### config.mk
export PLATFORM = sky130hd
export DESIGN_NAME = wdpd_core
export DESIGN_NICKNAME = d
export VERILOG_FILES = /design/src/design/wdpd_core.v /design/src/design/wdpd_sst.v /design/src/design/wdpd_sync.v
export VERILOG_INCLUDE_DIRS = /design/src /design/src/design
export SDC_FILE = /design/constraint.sdc
export NUM_CORES = 1
export LEC_CHECK = 0
export BUFFER_PORTS_ARGS = -buffer_cell sky130_fd_sc_hd__buf_2
export CORE_UTILIZATION = 55
export CTS_BUF_LIST = sky130_fd_sc_hd__clkbuf_8
export DETAILED_ROUTE_END_ITERATION = 10
export PLACE_DENSITY_LB_ADDON = 0.2
export SLEW_MARGIN = 20
export SYNTH_ARGS = -nofsm -noshare
export SYNTH_HDL_FRONTEND = slang
export SYNTH_SLANG_ARGS = --single-unit
export TNS_END_PERCENT = 5
### constraint.sdc
create_clock -name clk -period 2.7 [get_ports clk]
set_input_delay 0.135 -clock clk [delete_from_list [all_inputs] [get_ports clk]]
set_output_delay 0.135 -clock clk [all_outputs]
set_load 0.05 [all_outputs]
### src/design/wdpd_defines.vh
`ifndef WDPD_DEFINES_VH
`define WDPD_DEFINES_VH
// register addresses (index of each byte register)
`define WDPD_ADDR_WDOG_CTRL 4'h0
`define WDPD_ADDR_SYS_FLAGS 4'h1
`define WDPD_ADDR_STATUS 4'h2
`define WDPD_ADDR_MODE 4'h3
`define WDPD_ADDR_WAKE_EN 4'h4
// reset values
`define WDPD_WDOG_CTRL_RST 8'h53
`define WDPD_SYS_FLAGS_RST 8'h00
`define WDPD_MODE_RST 8'h00
`define WDPD_WAKE_EN_RST 8'h00
// field positions
`define WDPD_KEY_MSB 7
`define WDPD_KEY_LSB 3
`define WDPD_PER_MSB 2
`define WDPD_PER_LSB 0
`define WDPD_CLK_KEEP_BIT 7
`define WDPD_WREG_RST_BIT 0
`define WDPD_IDLE_SEL_BIT 0
`define WDPD_FAST_WAKE_BIT 1
// key codes
`define WDPD_KEY_OFF 5'h15
`define WDPD_KEY_ON 5'h0A
// invalid-key reset delay in slow clock cycles (1 to 2)
`define WDPD_KEY_RST_SUB 2'h2
// oscillator start-up periods in their own clock cycles
`define WDPD_FAST_SST_CYC 16'h0080
`define WDPD_SLOW_SST_CYC 16'h0080
`endif

### src/design/wdpd_core.v
// Chosen here: strobed register access and the register offsets.
`timescale 1ns/1ns
`include "wdpd_defines.vh"
module wdpd_core #(
   parameter PORT_W = 8,
   parameter IRQ_W = 4
) (
   // clock and reset
   input wire clk,
   input wire rst_b,
   // register port
   input wire [3:0] reg_addr,
   input wire [7:0] reg_wdata,
   input wire reg_wr,
   input wire reg_rd,
   output reg [7:0] reg_rdata,
   // core events
   input wire halt_exec,
   input wire wdog_clear_exec,
   input wire [IRQ_W-1:0] irq_flag,
   input wire [IRQ_W-1:0] irq_enable,
   input wire stack_full,
   // pins and oscillator ticks
   input wire [PORT_W-1:0] port_a_pin,
   input wire sub_clk_pin,
   input wire fast_osc_pin,
   input wire slow_crystal_sel,
   // clock gating and mode state
   output reg core_halted,
   output reg sys_clk_en,
   output reg sub_clk_en,
   output reg tbc_clk_en,
   output reg [1:0] power_mode,
   // wake and reset actions
   output reg wake_resume,
   output reg wake_irq_service,
   output reg pc_sp_reset,
   output reg device_reset,
   output wire fast_osc_stable_flag,
   output wire slow_osc_stable_flag
);
   localparam M_RUN = 2'h0;
   localparam M_IDLE_WITHOUT_CORE_CLOCK = 2'h1;
   localparam M_IDLE_WITH_CORE_CLOCK = 2'h2;
   localparam M_SLEEP = 2'h3;

   reg [7:0] wdog_ctrl;
   reg core_clock_keep_in_idle;
   reg watchdog_reg_reset_flag;
   reg idle_select;
   reg fast_wake_enable;
   reg [PORT_W-1:0] port_a_wake_enable;
   reg power_down_flag;
   reg watchdog_expiry_flag;
   reg [17:0] wdog_cnt;
   reg [IRQ_W-1:0] irq_armed;
   reg [PORT_W-1:0] port_prev;
   reg sub_prev;
   reg fast_prev;
   reg [1:0] key_wait;
   reg key_bad_pend;
   reg wake_pend;
   reg wake_seen;
   reg [17:0] next_limit;
   wire [PORT_W-1:0] port_s;
   wire sub_s;
   wire fast_s;
   wire [4:0] key;
   wire wdog_on;
   wire sub_tick;
   wire fast_tick;
   wire wr_ctrl;
   wire key_bad;
   wire halt_go;
   wire wdog_ovf;
   wire port_wake;
   wire [IRQ_W-1:0] irq_wake;
   wire asleep;

   // pins pass two flops before use
   wdpd_sync #(.W(PORT_W + 2)) u_sync (
      .clk(clk),
      .rst_b(rst_b),
      .d({port_a_pin, sub_clk_pin, fast_osc_pin}),
      .q({port_s, sub_s, fast_s})
   );

   // start-up counter shared by fast and slow oscillators
   wdpd_sst u_sst (
      .clk(clk),
      .rst_b(rst_b),
      .start(wake_pend & (power_mode == M_SLEEP)),
      .slow_needed(slow_crystal_sel),
      .fast_tick(fast_tick),
      .slow_tick(sub_tick),
      .fast_stable(fast_osc_stable_flag),
      .slow_stable(slow_osc_stable_flag)
   );

   assign key = wdog_ctrl[`WDPD_KEY_MSB:`WDPD_KEY_LSB];
   assign wdog_on = (key != `WDPD_KEY_OFF);
   assign key_bad = (key != `WDPD_KEY_OFF) && (key != `WDPD_KEY_ON);
   assign sub_tick = sub_s & ~sub_prev;
   assign fast_tick = fast_s & ~fast_prev;
   assign wr_ctrl = reg_wr && (reg_addr == `WDPD_ADDR_WDOG_CTRL);
   assign asleep = (power_mode != M_RUN);
   assign halt_go = halt_exec && !asleep;
   assign wdog_ovf = wdog_on && sub_tick && (wdog_cnt == next_limit);
   assign port_wake = |(port_a_wake_enable & port_prev & ~port_s);
   assign irq_wake = irq_flag & irq_armed;

   // timeout count chosen by the period field
   always @* begin
      case (wdog_ctrl[`WDPD_PER_MSB:`WDPD_PER_LSB])
         3'h0: next_limit = 18'h000FF;
         3'h1: next_limit = 18'h003FF;
         3'h2: next_limit = 18'h00FFF;
         3'h3: next_limit = 18'h03FFF;
         3'h4: next_limit = 18'h07FFF;
         3'h5: next_limit = 18'h0FFFF;
         3'h6: next_limit = 18'h1FFFF;
         default: next_limit = 18'h3FFFF;
      endcase
   end

   // edge history of the synchronised pins
   always @(posedge clk or negedge rst_b) begin
      if (!rst_b) begin
         port_prev <= {PORT_W{1'b0}}; // same as synchroniser, no false edge
         sub_prev <= 1'b0;
         fast_prev <= 1'b0;
      end else begin
         port_prev <= port_s;
         sub_prev <= sub_s;
         fast_prev <= fast_s;
      end
   end

   // software registers
   always @(posedge clk or negedge rst_b) begin
      if (!rst_b) begin
         wdog_ctrl <= `WDPD_WDOG_CTRL_RST;
         core_clock_keep_in_idle <= 1'b0;
         idle_select <= 1'b0;
         fast_wake_enable <= 1'b0;
         port_a_wake_enable <= {PORT_W{1'b0}};
      end else begin
         if (wr_ctrl) begin
            wdog_ctrl <= reg_wdata;
         end
         if (reg_wr && reg_addr == `WDPD_ADDR_SYS_FLAGS) begin
            core_clock_keep_in_idle <= reg_wdata[`WDPD_CLK_KEEP_BIT];
         end
         if (reg_wr && reg_addr == `WDPD_ADDR_MODE) begin
            idle_select <= reg_wdata[`WDPD_IDLE_SEL_BIT];
            fast_wake_enable <= reg_wdata[`WDPD_FAST_WAKE_BIT];
         end
         if (reg_wr && reg_addr == `WDPD_ADDR_WAKE_EN) begin
            port_a_wake_enable <= reg_wdata[PORT_W-1:0];
         end
      end
   end

   // register reset flag: key reset sets, a written zero clears, set wins
   always @(posedge clk or negedge rst_b) begin
      if (!rst_b) begin
         watchdog_reg_reset_flag <= 1'b0;
      end else if (key_bad_pend && key_wait == `WDPD_KEY_RST_SUB) begin
         watchdog_reg_reset_flag <= 1'b1;
      end else if (reg_wr && reg_addr == `WDPD_ADDR_SYS_FLAGS &&
                   !reg_wdata[`WDPD_WREG_RST_BIT]) begin
         watchdog_reg_reset_flag <= 1'b0;
      end
   end

   // invalid key: count slow cycles, then reset the device
   always @(posedge clk or negedge rst_b) begin
      if (!rst_b) begin
         key_bad_pend <= 1'b0;
         key_wait <= 2'h0;
         device_reset <= 1'b0;
      end else begin
         device_reset <= 1'b0;
         if (!key_bad) begin
            key_bad_pend <= 1'b0;
            key_wait <= 2'h0;
         end else if (!key_bad_pend) begin
            key_bad_pend <= 1'b1;
            key_wait <= 2'h0;
         end else if (key_wait == `WDPD_KEY_RST_SUB) begin
            device_reset <= 1'b1;
            key_bad_pend <= 1'b0;
            key_wait <= 2'h0;
         end else if (sub_tick) begin
            key_wait <= key_wait + 2'h1;
         end
         if (wdog_ovf && !asleep) begin
            device_reset <= 1'b1;
         end
      end
   end

   // watchdog counter on the slow sub-clock
   always @(posedge clk or negedge rst_b) begin
      if (!rst_b) begin
         wdog_cnt <= 18'h00000;
      end else if (key_bad || wdog_clear_exec || halt_go) begin
         wdog_cnt <= 18'h00000;
      end else if (wdog_ovf) begin
         wdog_cnt <= 18'h00000;
      end else if (wdog_on && sub_tick) begin
         wdog_cnt <= wdog_cnt + 18'h00001;
      end
   end

   // power-down and expiry flags
   always @(posedge clk or negedge rst_b) begin
      if (!rst_b) begin
         power_down_flag <= 1'b0;
         watchdog_expiry_flag <= 1'b0;
      end else begin
         if (halt_go) begin
            power_down_flag <= 1'b1;
         end else if (wdog_clear_exec) begin
            power_down_flag <= 1'b0;
         end
         if (wdog_ovf) begin
            watchdog_expiry_flag <= 1'b1;
         end else if (halt_go) begin
            watchdog_expiry_flag <= 1'b0;
         end
      end
   end

   // mode state, clock gating and wake-up
   always @(posedge clk or negedge rst_b) begin
      if (!rst_b) begin
         power_mode <= M_RUN;
         irq_armed <= {IRQ_W{1'b0}};
         wake_pend <= 1'b0;
         wake_seen <= 1'b0;
         core_halted <= 1'b0;
         sys_clk_en <= 1'b1;
         sub_clk_en <= 1'b1;
         tbc_clk_en <= 1'b1;
         wake_resume <= 1'b0;
         wake_irq_service <= 1'b0;
         pc_sp_reset <= 1'b0;
      end else begin
         wake_resume <= 1'b0;
         wake_irq_service <= 1'b0;
         pc_sp_reset <= 1'b0;
         // one cycle late copy lets the restarted start-up counter settle
         wake_seen <= wake_pend;
         if (halt_go) begin
            irq_armed <= ~irq_flag;
            core_halted <= 1'b1;
            if (idle_select && !core_clock_keep_in_idle) begin
               power_mode <= M_IDLE_WITHOUT_CORE_CLOCK;
               sys_clk_en <= 1'b0;
               sub_clk_en <= 1'b1;
               tbc_clk_en <= 1'b1;
            end else if (idle_select) begin
               power_mode <= M_IDLE_WITH_CORE_CLOCK;
               sys_clk_en <= 1'b1;
               sub_clk_en <= 1'b1;
               tbc_clk_en <= 1'b1;
            end else begin
               power_mode <= M_SLEEP;
               sys_clk_en <= 1'b0;
               sub_clk_en <= wdog_on;
               tbc_clk_en <= 1'b0;
            end
         end else if (asleep && !wake_pend &&
                      (port_wake || (|irq_wake) || wdog_ovf)) begin
            wake_pend <= 1'b1;
            pc_sp_reset <= wdog_ovf;
            wake_irq_service <= !wdog_ovf &&
               (|(irq_wake & irq_enable)) && !stack_full;
            wake_resume <= !wdog_ovf && !((|(irq_wake & irq_enable)) &&
               !stack_full);
         end else if (wake_pend && (power_mode != M_SLEEP || (wake_seen &&
                      (fast_osc_stable_flag || fast_wake_enable)))) begin
            // system clock returns with the mode, never while still idle
            wake_pend <= 1'b0;
            power_mode <= M_RUN;
            core_halted <= 1'b0;
            sys_clk_en <= 1'b1;
            sub_clk_en <= 1'b1;
            tbc_clk_en <= 1'b1;
         end
      end
   end

   // read data one cycle after the strobe
   always @(posedge clk or negedge rst_b) begin
      if (!rst_b) begin
         reg_rdata <= 8'h00;
      end else if (reg_rd) begin
         case (reg_addr)
            `WDPD_ADDR_WDOG_CTRL: reg_rdata <= wdog_ctrl;
            `WDPD_ADDR_SYS_FLAGS: reg_rdata <= {core_clock_keep_in_idle,
               6'h00, watchdog_reg_reset_flag};
            `WDPD_ADDR_STATUS: reg_rdata <= {4'h0, slow_osc_stable_flag,
               fast_osc_stable_flag, watchdog_expiry_flag, power_down_flag};
            `WDPD_ADDR_MODE: reg_rdata <= {6'h00, fast_wake_enable,
               idle_select};
            `WDPD_ADDR_WAKE_EN: reg_rdata <= {{(8-PORT_W){1'b0}},
               port_a_wake_enable};
            default: reg_rdata <= 8'h00;
         endcase
      end else begin
         reg_rdata <= 8'h00;
      end
   end
endmodule

### src/design/wdpd_sst.v
`timescale 1ns/1ns
`include "wdpd_defines.vh"
// shared oscillator start-up counter: fast period first, then slow
module wdpd_sst (
   // clock and reset
   input wire clk,
   input wire rst_b,
   // control
   input wire start,
   input wire slow_needed,
   input wire fast_tick,
   input wire slow_tick,
   // status
   output reg fast_stable,
   output reg slow_stable
);
   localparam S_IDLE = 2'h0;
   localparam S_FAST = 2'h1;
   localparam S_SLOW = 2'h2;
   reg [1:0] state;
   reg [15:0] cnt;

   // one counter serves both oscillators in turn
   always @(posedge clk or negedge rst_b) begin
      if (!rst_b) begin
         state <= S_FAST;
         cnt <= 16'h0000;
         fast_stable <= 1'b0;
         slow_stable <= 1'b0;
      end else begin
         case (state)
            S_IDLE: begin
               if (start) begin
                  state <= S_FAST;
                  cnt <= 16'h0000;
                  fast_stable <= 1'b0;
                  slow_stable <= ~slow_needed;
               end
            end
            S_FAST: begin
               if (fast_tick) begin
                  if (cnt == `WDPD_FAST_SST_CYC - 16'h0001) begin
                     fast_stable <= 1'b1;
                     cnt <= 16'h0000;
                     state <= S_SLOW;
                  end else begin
                     cnt <= cnt + 16'h0001;
                  end
               end
            end
            S_SLOW: begin
               if (slow_stable) begin
                  state <= S_IDLE;
               end else if (slow_tick) begin
                  if (cnt == `WDPD_SLOW_SST_CYC - 16'h0001) begin
                     slow_stable <= 1'b1;
                     state <= S_IDLE;
                  end else begin
                     cnt <= cnt + 16'h0001;
                  end
               end
            end
            default: begin
               state <= S_IDLE;
            end
         endcase
      end
   end
endmodule

### src/design/wdpd_sync.v
`timescale 1ns/1ns
// two-flop synchroniser for a bus of levels
module wdpd_sync #(
   parameter W = 1
) (
   // clock and reset
   input wire clk,
   input wire rst_b,
   // data
   input wire [W-1:0] d,
   output reg [W-1:0] q
);
   reg [W-1:0] meta;

   // first stage is read only by the second
   always @(posedge clk or negedge rst_b) begin
      if (!rst_b) begin
         meta <= {W{1'b0}};
         q <= {W{1'b0}};
      end else begin
         meta <= d;
         q <= meta;
      end
   end
endmodule

==> results.sh, run 1 <==
export IMPL_die_h_um=100
export IMPL_p_clk_share_pct=32.5
export IMPL_required_ns=3.04
export IMPL_outcome="completed"
export IMPL_cts_max_level=4
export IMPL_timing_slew_headroom_pct=47.7
export IMPL_synth_cell_types=65
export IMPL_ys_seq_elements=117
export IMPL_hpwlAfterDp_um=8280
export IMPL_clk_latency_ns=0.44
export IMPL_drc=0
export IMPL_die_area_um2=10100
export IMPL_drive_above_1_share_pct=23.4
export IMPL_diodes=0
export IMPL_cts_root_buffer="clkbuf_8"
export IMPL_peakVddDrop_mv=0.459
export IMPL_via_per_inst=5.84
export IMPL_synthArstFlopShare_pct=100
export IMPL_final_nets=642
export IMPL_fin_crit_sh_pct=93.8
export IMPL_cts_tree="done"
export IMPL_seqPwrFrac_pct=43.9
export IMPL_combPwrFrac_pct=23.7
export IMPL_cts_sinks=117
export IMPL_first_global_vias=4088
export IMPL_core_area_um2=9280
export IMPL_antenna_found_initial=0
export IMPL_power_leakage_uw=0.00278
export IMPL_cts_made_buffers=17
export IMPL_finalInstanceArea_um2=6480
export IMPL_clk_pin_slew_ns=0.08
export IMPL_fin_total_pwr_uw=5100
export IMPL_seq_area_frac_synth_pct=55.2
export IMPL_hold_buffers=24
export IMPL_first_pass_iters=5
export IMPL_switching_share_pct=33.6
export IMPL_min_period_ns=2.53
export IMPL_yosys_warnings=0
export IMPL_synth_edf_count=0
export IMPL_clock_skew_ns=0.0143
export IMPL_end_kind="register"
export IMPL_die_w_um=100
export IMPL_cts_buffer_depth=2
export IMPL_max_freq_mhz=395
export IMPL_hold_viol=0
export IMPL_path_class="reg -> reg"
export IMPL_grt_pass1_wl_um=19400
export IMPL_start_util_pct=57.3
export IMPL_grt_usage_pct=25.3
export IMPL_rsz0062_at_grt="no"
export IMPL_cp_max_fo=5
export IMPL_grt_overflow_total=0
export IMPL_final_util_pct=69.8
export IMPL_wire_per_inst_um=16.0
export IMPL_port_buffers=57
export IMPL_critPathArrivalTime_ns=2.87
export IMPL_setup_viol=0
export IMPL_antenna_left=0
export IMPL_tns_ns=0
export IMPL_postPlaceCellArea_um2=5830
export IMPL_drt_total_wl_um=11800
export IMPL_synth_cell_area_um2=5320
export IMPL_synth_ff_type="dfrtp_1"
export IMPL_synth_nets=542
export IMPL_min_path_type="in -> reg"
export IMPL_drt_initial_drc_count=327
export IMPL_grt_max_degree=72
export IMPL_slew_violations=0
export IMPL_power_density_nw_per_um2=788
export IMPL_io_pins=58
export IMPL_cts_setup_buffers=0
export IMPL_synthCells=497
export IMPL_postCtsResizedCells=0
export IMPL_cp_start_kind="register"
export IMPL_syn_avg_cell_area_um2=10.7
export IMPL_tightest_slew_ns=0.776
export IMPL_fp_row_count=35
export IMPL_maxCapViolCount=0
export IMPL_via_count=4318
export IMPL_areaGrowthSynthToFinish_pct=21.8
export IMPL_p_int_uw=3390
export IMPL_gp_congestion=0.933
export IMPL_p_sw_uw=1720
## sequential cells by signal (all words and copies together), names as in the netlist, 2 cells and up
register,flops
reg_rdata,8
u_sst.cnt,16
key_wait,2
u_sync.q,10
port_a_wake_enable,8
irq_armed,4
wdog_cnt,18
wdog_ctrl,8
port_prev,8
power_mode,2
u_sync.meta,10
u_sst.state,2
## power groups by stage
stage	clock, uW	sequential (uW)	combinational, uW
floorplan	0	2370	692
CTS	1690	2240	1210
detailed placement	0	2270	1180
global route	1770	2270	1340
global placement	0	2250	1150
finish	1660	2240	1210
## cells in the final DEF (no fill, tap or decap), drive strengths merged, types with 5 or more instances in the layout
master         n
nand4         11
ha             7
dfstp          8
a2111oi        5
o31ai          6
xnor2          9
nor3b          5
a21oi         17
nand3         25
a22oi          6
o21ai         28
nor2          28
o22ai          6
dlygate4sd3   24
inv           22
nand2         49
or4           11
or3           14
a211oi        11
clkinvlp       6
a21o           6
dfrtp        109
buf           73
clkbuf        17
mux2          20
nor3          15
nor4           8
## cell families after synthesis
logic type / Yosys count / share of synthesized area (%)
AOI/OAI and AO/OA: 114 / 14.6
xor gates and xnor gates: 10 / 1.65
adders and majority gates: 7 / 1.65
buffers and inverters: 34 / 2.78
DFF: 117 / 55.2
muxes: 22 / 4.61
and+or+nand+nor: 193 / 19.4
## worst max-delay path: stages (launching register included)
cell      delay (ns)
dfrtp_1         0.42
or4_1           0.53
or4_1           0.64
a31oi_1         0.48
o21bai_1        0.15
a21o_2          0.22
## path summary, 6_finish.rpt
kind / cells past startpoint / slack [ns] / from / to
worst max-delay path: 5 / 0.17 / u_sst.cnt[11]$_DFFE_PN0P_ / u_sst.cnt[11]$_DFFE_PN0P_
max in group asynchronous: 3 / 1.65 / rst_b / wdog_ctrl[6]$_DFFE_PN1P_
min in group asynchronous: 2 / 0.24 / rst_b / u_sst.cnt[3]$_DFFE_PN0P_
worst min register to register: 0 / 0.35 / u_sync.meta[5]$_DFF_PN0_ / u_sync.q[5]$_DFF_PN0_
worst min-delay path: 4 / 0.02 / slow_crystal_sel / u_sst.slow_stable$_DFFE_PN0P_
worst max register to register: 5 / 0.17 / u_sst.cnt[11]$_DFFE_PN0P_ / u_sst.cnt[11]$_DFFE_PN0P_
## area by class of cell
class	count	area [um2]
flip-flops and latches	117	2940
clock inverters	15	179
inverters	18	67.6
repair buffers	97	661
multi-input cells	346	2240
clock buffers	17	234
fillers	702	2810
well taps	129	161
## layer usage
layer	track usage [%]	wire length, um
met3	6.48	549
met2	40.0	5690
met5	0	0
met4	9.70	211
met1	33.7	5390
## synth_stat cells (all sizes together) (5+ instances only)
library cell / count / share of area (%)
nor3b: 5 / 0.80
nor3: 15 / 1.4
or3: 14 / 1.6
a211oi: 11 / 1.6
a21oi: 17 / 1.6
nand4: 11 / 1.3
or4: 11 / 1.6
a22oi: 6 / 0.85
nor4: 8 / 0.94
a21o: 6 / 0.87
nor2: 28 / 2.0
nand2: 49 / 3.5
o22ai: 6 / 0.71
o31ai: 6 / 0.85
buf: 5 / 0.73
mux2: 20 / 4.2
nand3: 25 / 2.4
a2111oi: 5 / 0.82
xnor2: 9 / 1.5
dfrtp: 109 / 51
inv: 18 / 1.3
ha: 7 / 1.6
dfstp: 8 / 4.0
o21ai: 28 / 2.6
clkbuf: 11 / 0.78
## through the flow
stage          hold WS [ns]  std cells  setup slack [ns]
6_report             0.0212        739             0.166
5_1_grt              0.0545        739            0.0636
4_1_cts             0.00263        739             0.177
3_5_place_dp          0.186        683             0.189
3_3_place_gp          0.178        683             0.225
2_1_floorplan        -0.161        497             0.269
Note: power is estimated with default switching activity, not from simulation.
==> run 2, diff against run 1 <==
CELL_PAD_IN_SITES_DETAIL_PLACEMENT = 1   (was not set)
CELL_PAD_IN_SITES_GLOBAL_PLACEMENT = 1   (was not set)
CORE_UTILIZATION = 48   (was 55)
RECOVER_POWER = 25   (was not set)
==> results.sh, run 2 (synthesized netlist as in run 1, its figures left out) <==
export IMPL_die_w_um=107
export IMPL_final_util_pct=60.9
export IMPL_drt_initial_drc_count=218
export IMPL_cts_buffer_depth=2
export IMPL_areaGrowthSynthToFinish_pct=23.7
export IMPL_cts_setup_buffers=0
export IMPL_wire_per_inst_um=19.9
export IMPL_rsz0062_at_grt="no"
export IMPL_use_met2_pct=48.2
export IMPL_cts_max_level=4
export IMPL_drt_total_wl_um=15000
export IMPL_io_pins=58
export IMPL_gp_congestion=0.829
export IMPL_cts_root_buffer="clkbuf_8"
export IMPL_cp_startpoint="u_sst.cnt[9]$_DFFE_PN0P_"
export IMPL_cts_made_buffers=17
export IMPL_final_common_cell="dfrtp_1"
export IMPL_diodes=0
export IMPL_first_global_vias=4829
export IMPL_grt_util_met1_pct=33.9
export IMPL_antenna_found_initial=0
export IMPL_maxCapViolCount=0
export IMPL_grt_usage_pct=28.1
export IMPL_clk_latency_ns=0.45
export IMPL_r2r_start="u_sst.cnt[9]$_DFFE_PN0P_"
export IMPL_drive_above_1_share_pct=23.5
export IMPL_die_area_um2=11500
export IMPL_dp_cells=697
export IMPL_antenna_left=0
export IMPL_cts_tree="done"
export IMPL_hold_viol=0
export IMPL_top_register="wdog_cnt"
export IMPL_fp_row_count=38
export IMPL_timing_slew_headroom_pct=12.0
export IMPL_core_area_um2=10800
export IMPL_tightest_slew_ns=1.32
export IMPL_setup_viol=0
export IMPL_rrSetupSlack_ns=0.14
export IMPL_required_ns=3.07
export IMPL_grt_max_degree=66
export IMPL_final_nets=646
export IMPL_slew_violations=0
export IMPL_clock_skew_ns=0.0119
export IMPL_worst_r2r_path_depth=5
export IMPL_start_util_pct=49.3
export IMPL_reg2reg_to="u_sst.state[0]$_DFFE_PN1P_"
export IMPL_cp_start_kind="register"
export IMPL_holdWs_ns=0.0382
export IMPL_outcome="completed"
export IMPL_min_path_type="in -> reg"
export IMPL_cp_max_fo=6
export IMPL_max_freq_mhz=391
export IMPL_path_class="reg -> reg"
export IMPL_power_density_nw_per_um2=834
export IMPL_mostFrequentLayoutCells="109 x dfrtp_1, 56 x buf_2, 49 x nand2_1"
export IMPL_fin_cells=753
export IMPL_grtUsageMet3_pct=6.66
export IMPL_hpwlAfterDp_um=9670
export IMPL_fill_cells=1190
export IMPL_fin_crit_sh_pct=94.6
export IMPL_via_count=4495
export IMPL_peakVddDrop_mv=0.696
export IMPL_cts_sinks=117
export IMPL_die_h_um=107
export IMPL_tns_ns=0
export IMPL_critPathArrivalTime_ns=2.92
export IMPL_end_kind="register"
export IMPL_largestRegisters="wdog_cnt x18, u_sst.cnt x16"
export IMPL_first_pass_iters=5
export IMPL_largest_register_ffs=18
export IMPL_via_per_inst=5.97
export IMPL_busiest_layer="met2"
export IMPL_min_period_ns=2.56
export IMPL_power_leakage_uw=0.00285
export IMPL_grt_overflow_total=0
export IMPL_grt_pass1_wl_um=24500
export IMPL_clk_pin_slew_ns=0.07
export IMPL_crit_path_end="u_sst.state[0]$_DFFE_PN1P_"
export IMPL_drc=0
export IMPL_port_buffers=57
[run 2: cell types whose count changed in the layout (fill, tap and decap cells not counted), sizes merged]
cell / before / now
inv: 22 / 21
bufinv: 3 / 6
dlygate4sd3: 24 / 25
clkinv: 2 / 3
clkbuf: 17 / 19
buf: 73 / 75
clkinvlp: 6 / 1
[run 2: repair_timing]
action | 4_1_cts | 5_1_grt
endpoints found under the hold margin | 85 | 0
endpoints found under the setup margin | 0 | 1
hold buffers | 25 | 0
gates resized for setup | 0 | 1
[run 2: through the flow]
stage	setup slack (ns)	total power (uW)	instance area, um2
6_report	0.145	5480	6580
5_1_grt	0.0329	5720	6580
4_1_cts	0.0792	5470	6570
3_5_place_dp	0.114	3520	5860
3_3_place_gp	0.220	3440	5860
2_1_floorplan	0.269	3070	5320
[run 2: final cells by class]
type	instances	area, um2	share of cell area, %
clock buffer	18	248	3.77
timing repair buffer	101	691	10.5
tap	140	175	2.66
clock inverter	13	214	3.25
multi-input combinational	346	2240	34.1
inverter	18	67.6	1.03
sequential	117	2940	44.7
[run 2: how the worst min path moves through the flow]
stage / from / end / slack, ns / cells after the start
after floorplan: rst_b / core_clock_keep_in_idle$_DFFE_PN0P_ / -0.16 / 0
after global placement: rst_b / port_prev[5]$_DFF_PN0_ / 0.20 / 1
after detailed placement: rst_b / port_prev[0]$_DFF_PN0_ / 0.22 / 1
after CTS: slow_crystal_sel / u_sst.slow_stable$_DFFE_PN0P_ / 0.01 / 4
after global routing: slow_crystal_sel / u_sst.slow_stable$_DFFE_PN0P_ / 0.02 / 4
final: slow_crystal_sel / u_sst.slow_stable$_DFFE_PN0P_ / 0.04 / 4
[run 2: layer usage]
layer / wire [um] / vias to the layer above
li1: - / 2071
met1: 6390 / 2276
met2: 7540 / 117
met3: 716 / 31
met4: 340 / 0
met5: 0 / -
[run 2: worst max-delay path, cell delays in order, from the launching register on]
cell and delay (ns):
dfrtp_1 0.44, or4b_1 0.52, or4_1 0.63, o211a_1 0.30, a211oi_2 0.22, mux2_2 0.36
[run 2: report_power, final]
group | internal (uW) | switching [uW]
Clock | 1200 | 714
Sequential | 2020 | 228
Combinational | 483 | 846
==> run 3, diff against run 2 <==
clock period = 2.65 ns   (was 2.7 ns; I/O delays follow)
==> results.sh, run 3 (synthesized netlist as in run 1, its figures left out) <==
export IMPL_dp_cells=703
export IMPL_rsz0062_at_grt="no"
export IMPL_drc=0
export IMPL_slew_violations=33
export IMPL_gp_congestion=0.809
export IMPL_power_leakage_uw=0.00283
export IMPL_drt_initial_drc_count=271
export IMPL_die_h_um=107
export IMPL_grtUsageMet3_pct=5.63
export IMPL_drive_above_1_share_pct=25.0
export IMPL_largest_register_ffs=18
export IMPL_grt_pass1_wl_um=25200
export IMPL_final_nets=652
export IMPL_critPathArrivalTime_ns=2.86
export IMPL_start_util_pct=49.3
export IMPL_cp_start_kind="register"
export IMPL_power_density_nw_per_um2=810
export IMPL_holdWs_ns=0.0528
export IMPL_grt_max_degree=68
export IMPL_tightest_slew_ns=1.91
export IMPL_maxCapViolCount=1
export IMPL_final_common_cell="dfrtp_1"
export IMPL_port_buffers=57
export IMPL_use_met2_pct=49.4
export IMPL_cts_root_buffer="clkbuf_8"
export IMPL_required_ns=3.03
export IMPL_drt_total_wl_um=15300
export IMPL_peakVddDrop_mv=0.539
export IMPL_max_freq_mhz=403
export IMPL_antenna_left=0
export IMPL_grt_overflow_total=0
export IMPL_via_count=4517
export IMPL_largestRegisters="wdog_cnt x18, u_sst.cnt x16"
export IMPL_violations="capacitance limit, slew limit"
export IMPL_core_area_um2=10800
export IMPL_hpwlAfterDp_um=9860
export IMPL_critPathMostFrequentCell="buf_4"
export IMPL_top_register="wdog_cnt"
export IMPL_path_class="reg -> reg"
export IMPL_cts_max_level=4
export IMPL_cts_made_buffers=17
export IMPL_hp_start="slow_crystal_sel"
export IMPL_clk_latency_ns=0.45
export IMPL_fp_row_count=38
export IMPL_cts_buffer_depth=2
export IMPL_fin_crit_sh_pct=93.6
export IMPL_slowest_delay_ns=0.57
export IMPL_cts_setup_buffers=0
export IMPL_end_kind="register"
export IMPL_cp_max_fo=18
export IMPL_busiest_layer="met2"
export IMPL_die_w_um=107
export IMPL_min_period_ns=2.48
export IMPL_grt_util_met1_pct=35.7
export IMPL_first_global_vias=4914
export IMPL_timing_slew_headroom_pct=-27.5
export IMPL_fin_cells=760
export IMPL_clock_skew_ns=0.0167
export IMPL_wire_per_inst_um=20.2
export IMPL_via_per_inst=5.94
export IMPL_antenna_found_initial=0
export IMPL_io_pins=58
export IMPL_clk_pin_slew_ns=0.07
export IMPL_cp_startpoint="u_sst.cnt[7]$_DFFE_PN0P_"
export IMPL_hold_viol=0
export IMPL_finalInstanceArea_um2=6570
export IMPL_critPathSlowestCell="or4_4"
export IMPL_areaGrowthSynthToFinish_pct=23.6
export IMPL_setup_viol=0
export IMPL_r2r_start="u_sst.cnt[7]$_DFFE_PN0P_"
export IMPL_first_pass_iters=4
export IMPL_grt_usage_pct=28.8
export IMPL_cts_tree="done"
export IMPL_cp_cell_sequence="or4b_1, or4_4, buf_4, o211ai_2, buf_4, o21bai_1, a21o_1"
export IMPL_outcome="finished, violations left"
export IMPL_fin_total_pwr_uw=5320
export IMPL_tns_ns=0
export IMPL_cts_sinks=117
export IMPL_postPlaceCellArea_um2=5910
export IMPL_mostFrequentLayoutCells="109 x dfrtp_1, 56 x buf_2, 49 x nand2_1"
export IMPL_die_area_um2=11500
export IMPL_min_path_type="in -> reg"
export IMPL_diodes=0
## run 3: cell count changes in the layout (fill, tap and decap cells not counted), moves of 2 or more
cell and delta:
buf_4 +6, clkinv_4 +5, bufinv_16 -4, inv_1 -3, clkinvlp_4 +2, inv_6 +2
## run 3: layout make-up
cell class / instances / area (um2)
clock buffer: 18 / 248
clock inverter: 14 / 154
fill: 1179 / 4220
inverter: 18 / 67.6
multi-input combinational: 346 / 2250
sequential: 117 / 2940
tap: 140 / 175
timing repair buffer: 107 / 734
## run 3: final timing paths
kind                                                  to  slack [ns]  cells after the start
max                             u_sst.cnt[2]$_DFFE_PN0P_        0.17                      7
min                        u_sst.slow_stable$_DFFE_PN0P_        0.05                      4
max reg2reg                     u_sst.cnt[2]$_DFFE_PN0P_        0.17                      7
min reg2reg                        u_sync.q[9]$_DFF_PN0_        0.34                      0
max in group asynchronous         tbc_clk_en$_DFFE_PN1P_        0.68                      3
min in group asynchronous       wdog_ctrl[5]$_DFFE_PN0P_        0.75                      2
## run 3: where the power goes
part           switching, uW  internal [uW]
logic                    865            497
clock network            807            868
registers                232           2050
total                   1900           3420
## run 3: layer usage
layer	share of wire [%]	routed length (um)
met3	3.4	515
met1	43	6600
met4	2.3	352
met5	0	0
met2	51	7860
## run 3: stage by stage
step | utilization [%] | setup WS, ns
2_1_floorplan | - | 0.219
3_3_place_gp | 54.7 | 0.188
3_5_place_dp | 54.7 | 0.156
4_1_cts | 60.8 | 0.132
5_1_grt | 60.9 | 0.0527
6_report | 60.9 | 0.168
## run 3: worst max-delay path, delay by kind of cell, from the launching register on
kind / cells / cell delay, ns
compound gates: 3 / 0.47
simple gates: 2 / 1.11
flops: 1 / 0.42
buf+inv: 2 / 0.43
## run 3: timing repair
action	CTS	global route
hold buffers	25	0
hold endpoints to repair	66	0
resized for setup	0	3
setup endpoints to repair	0	2
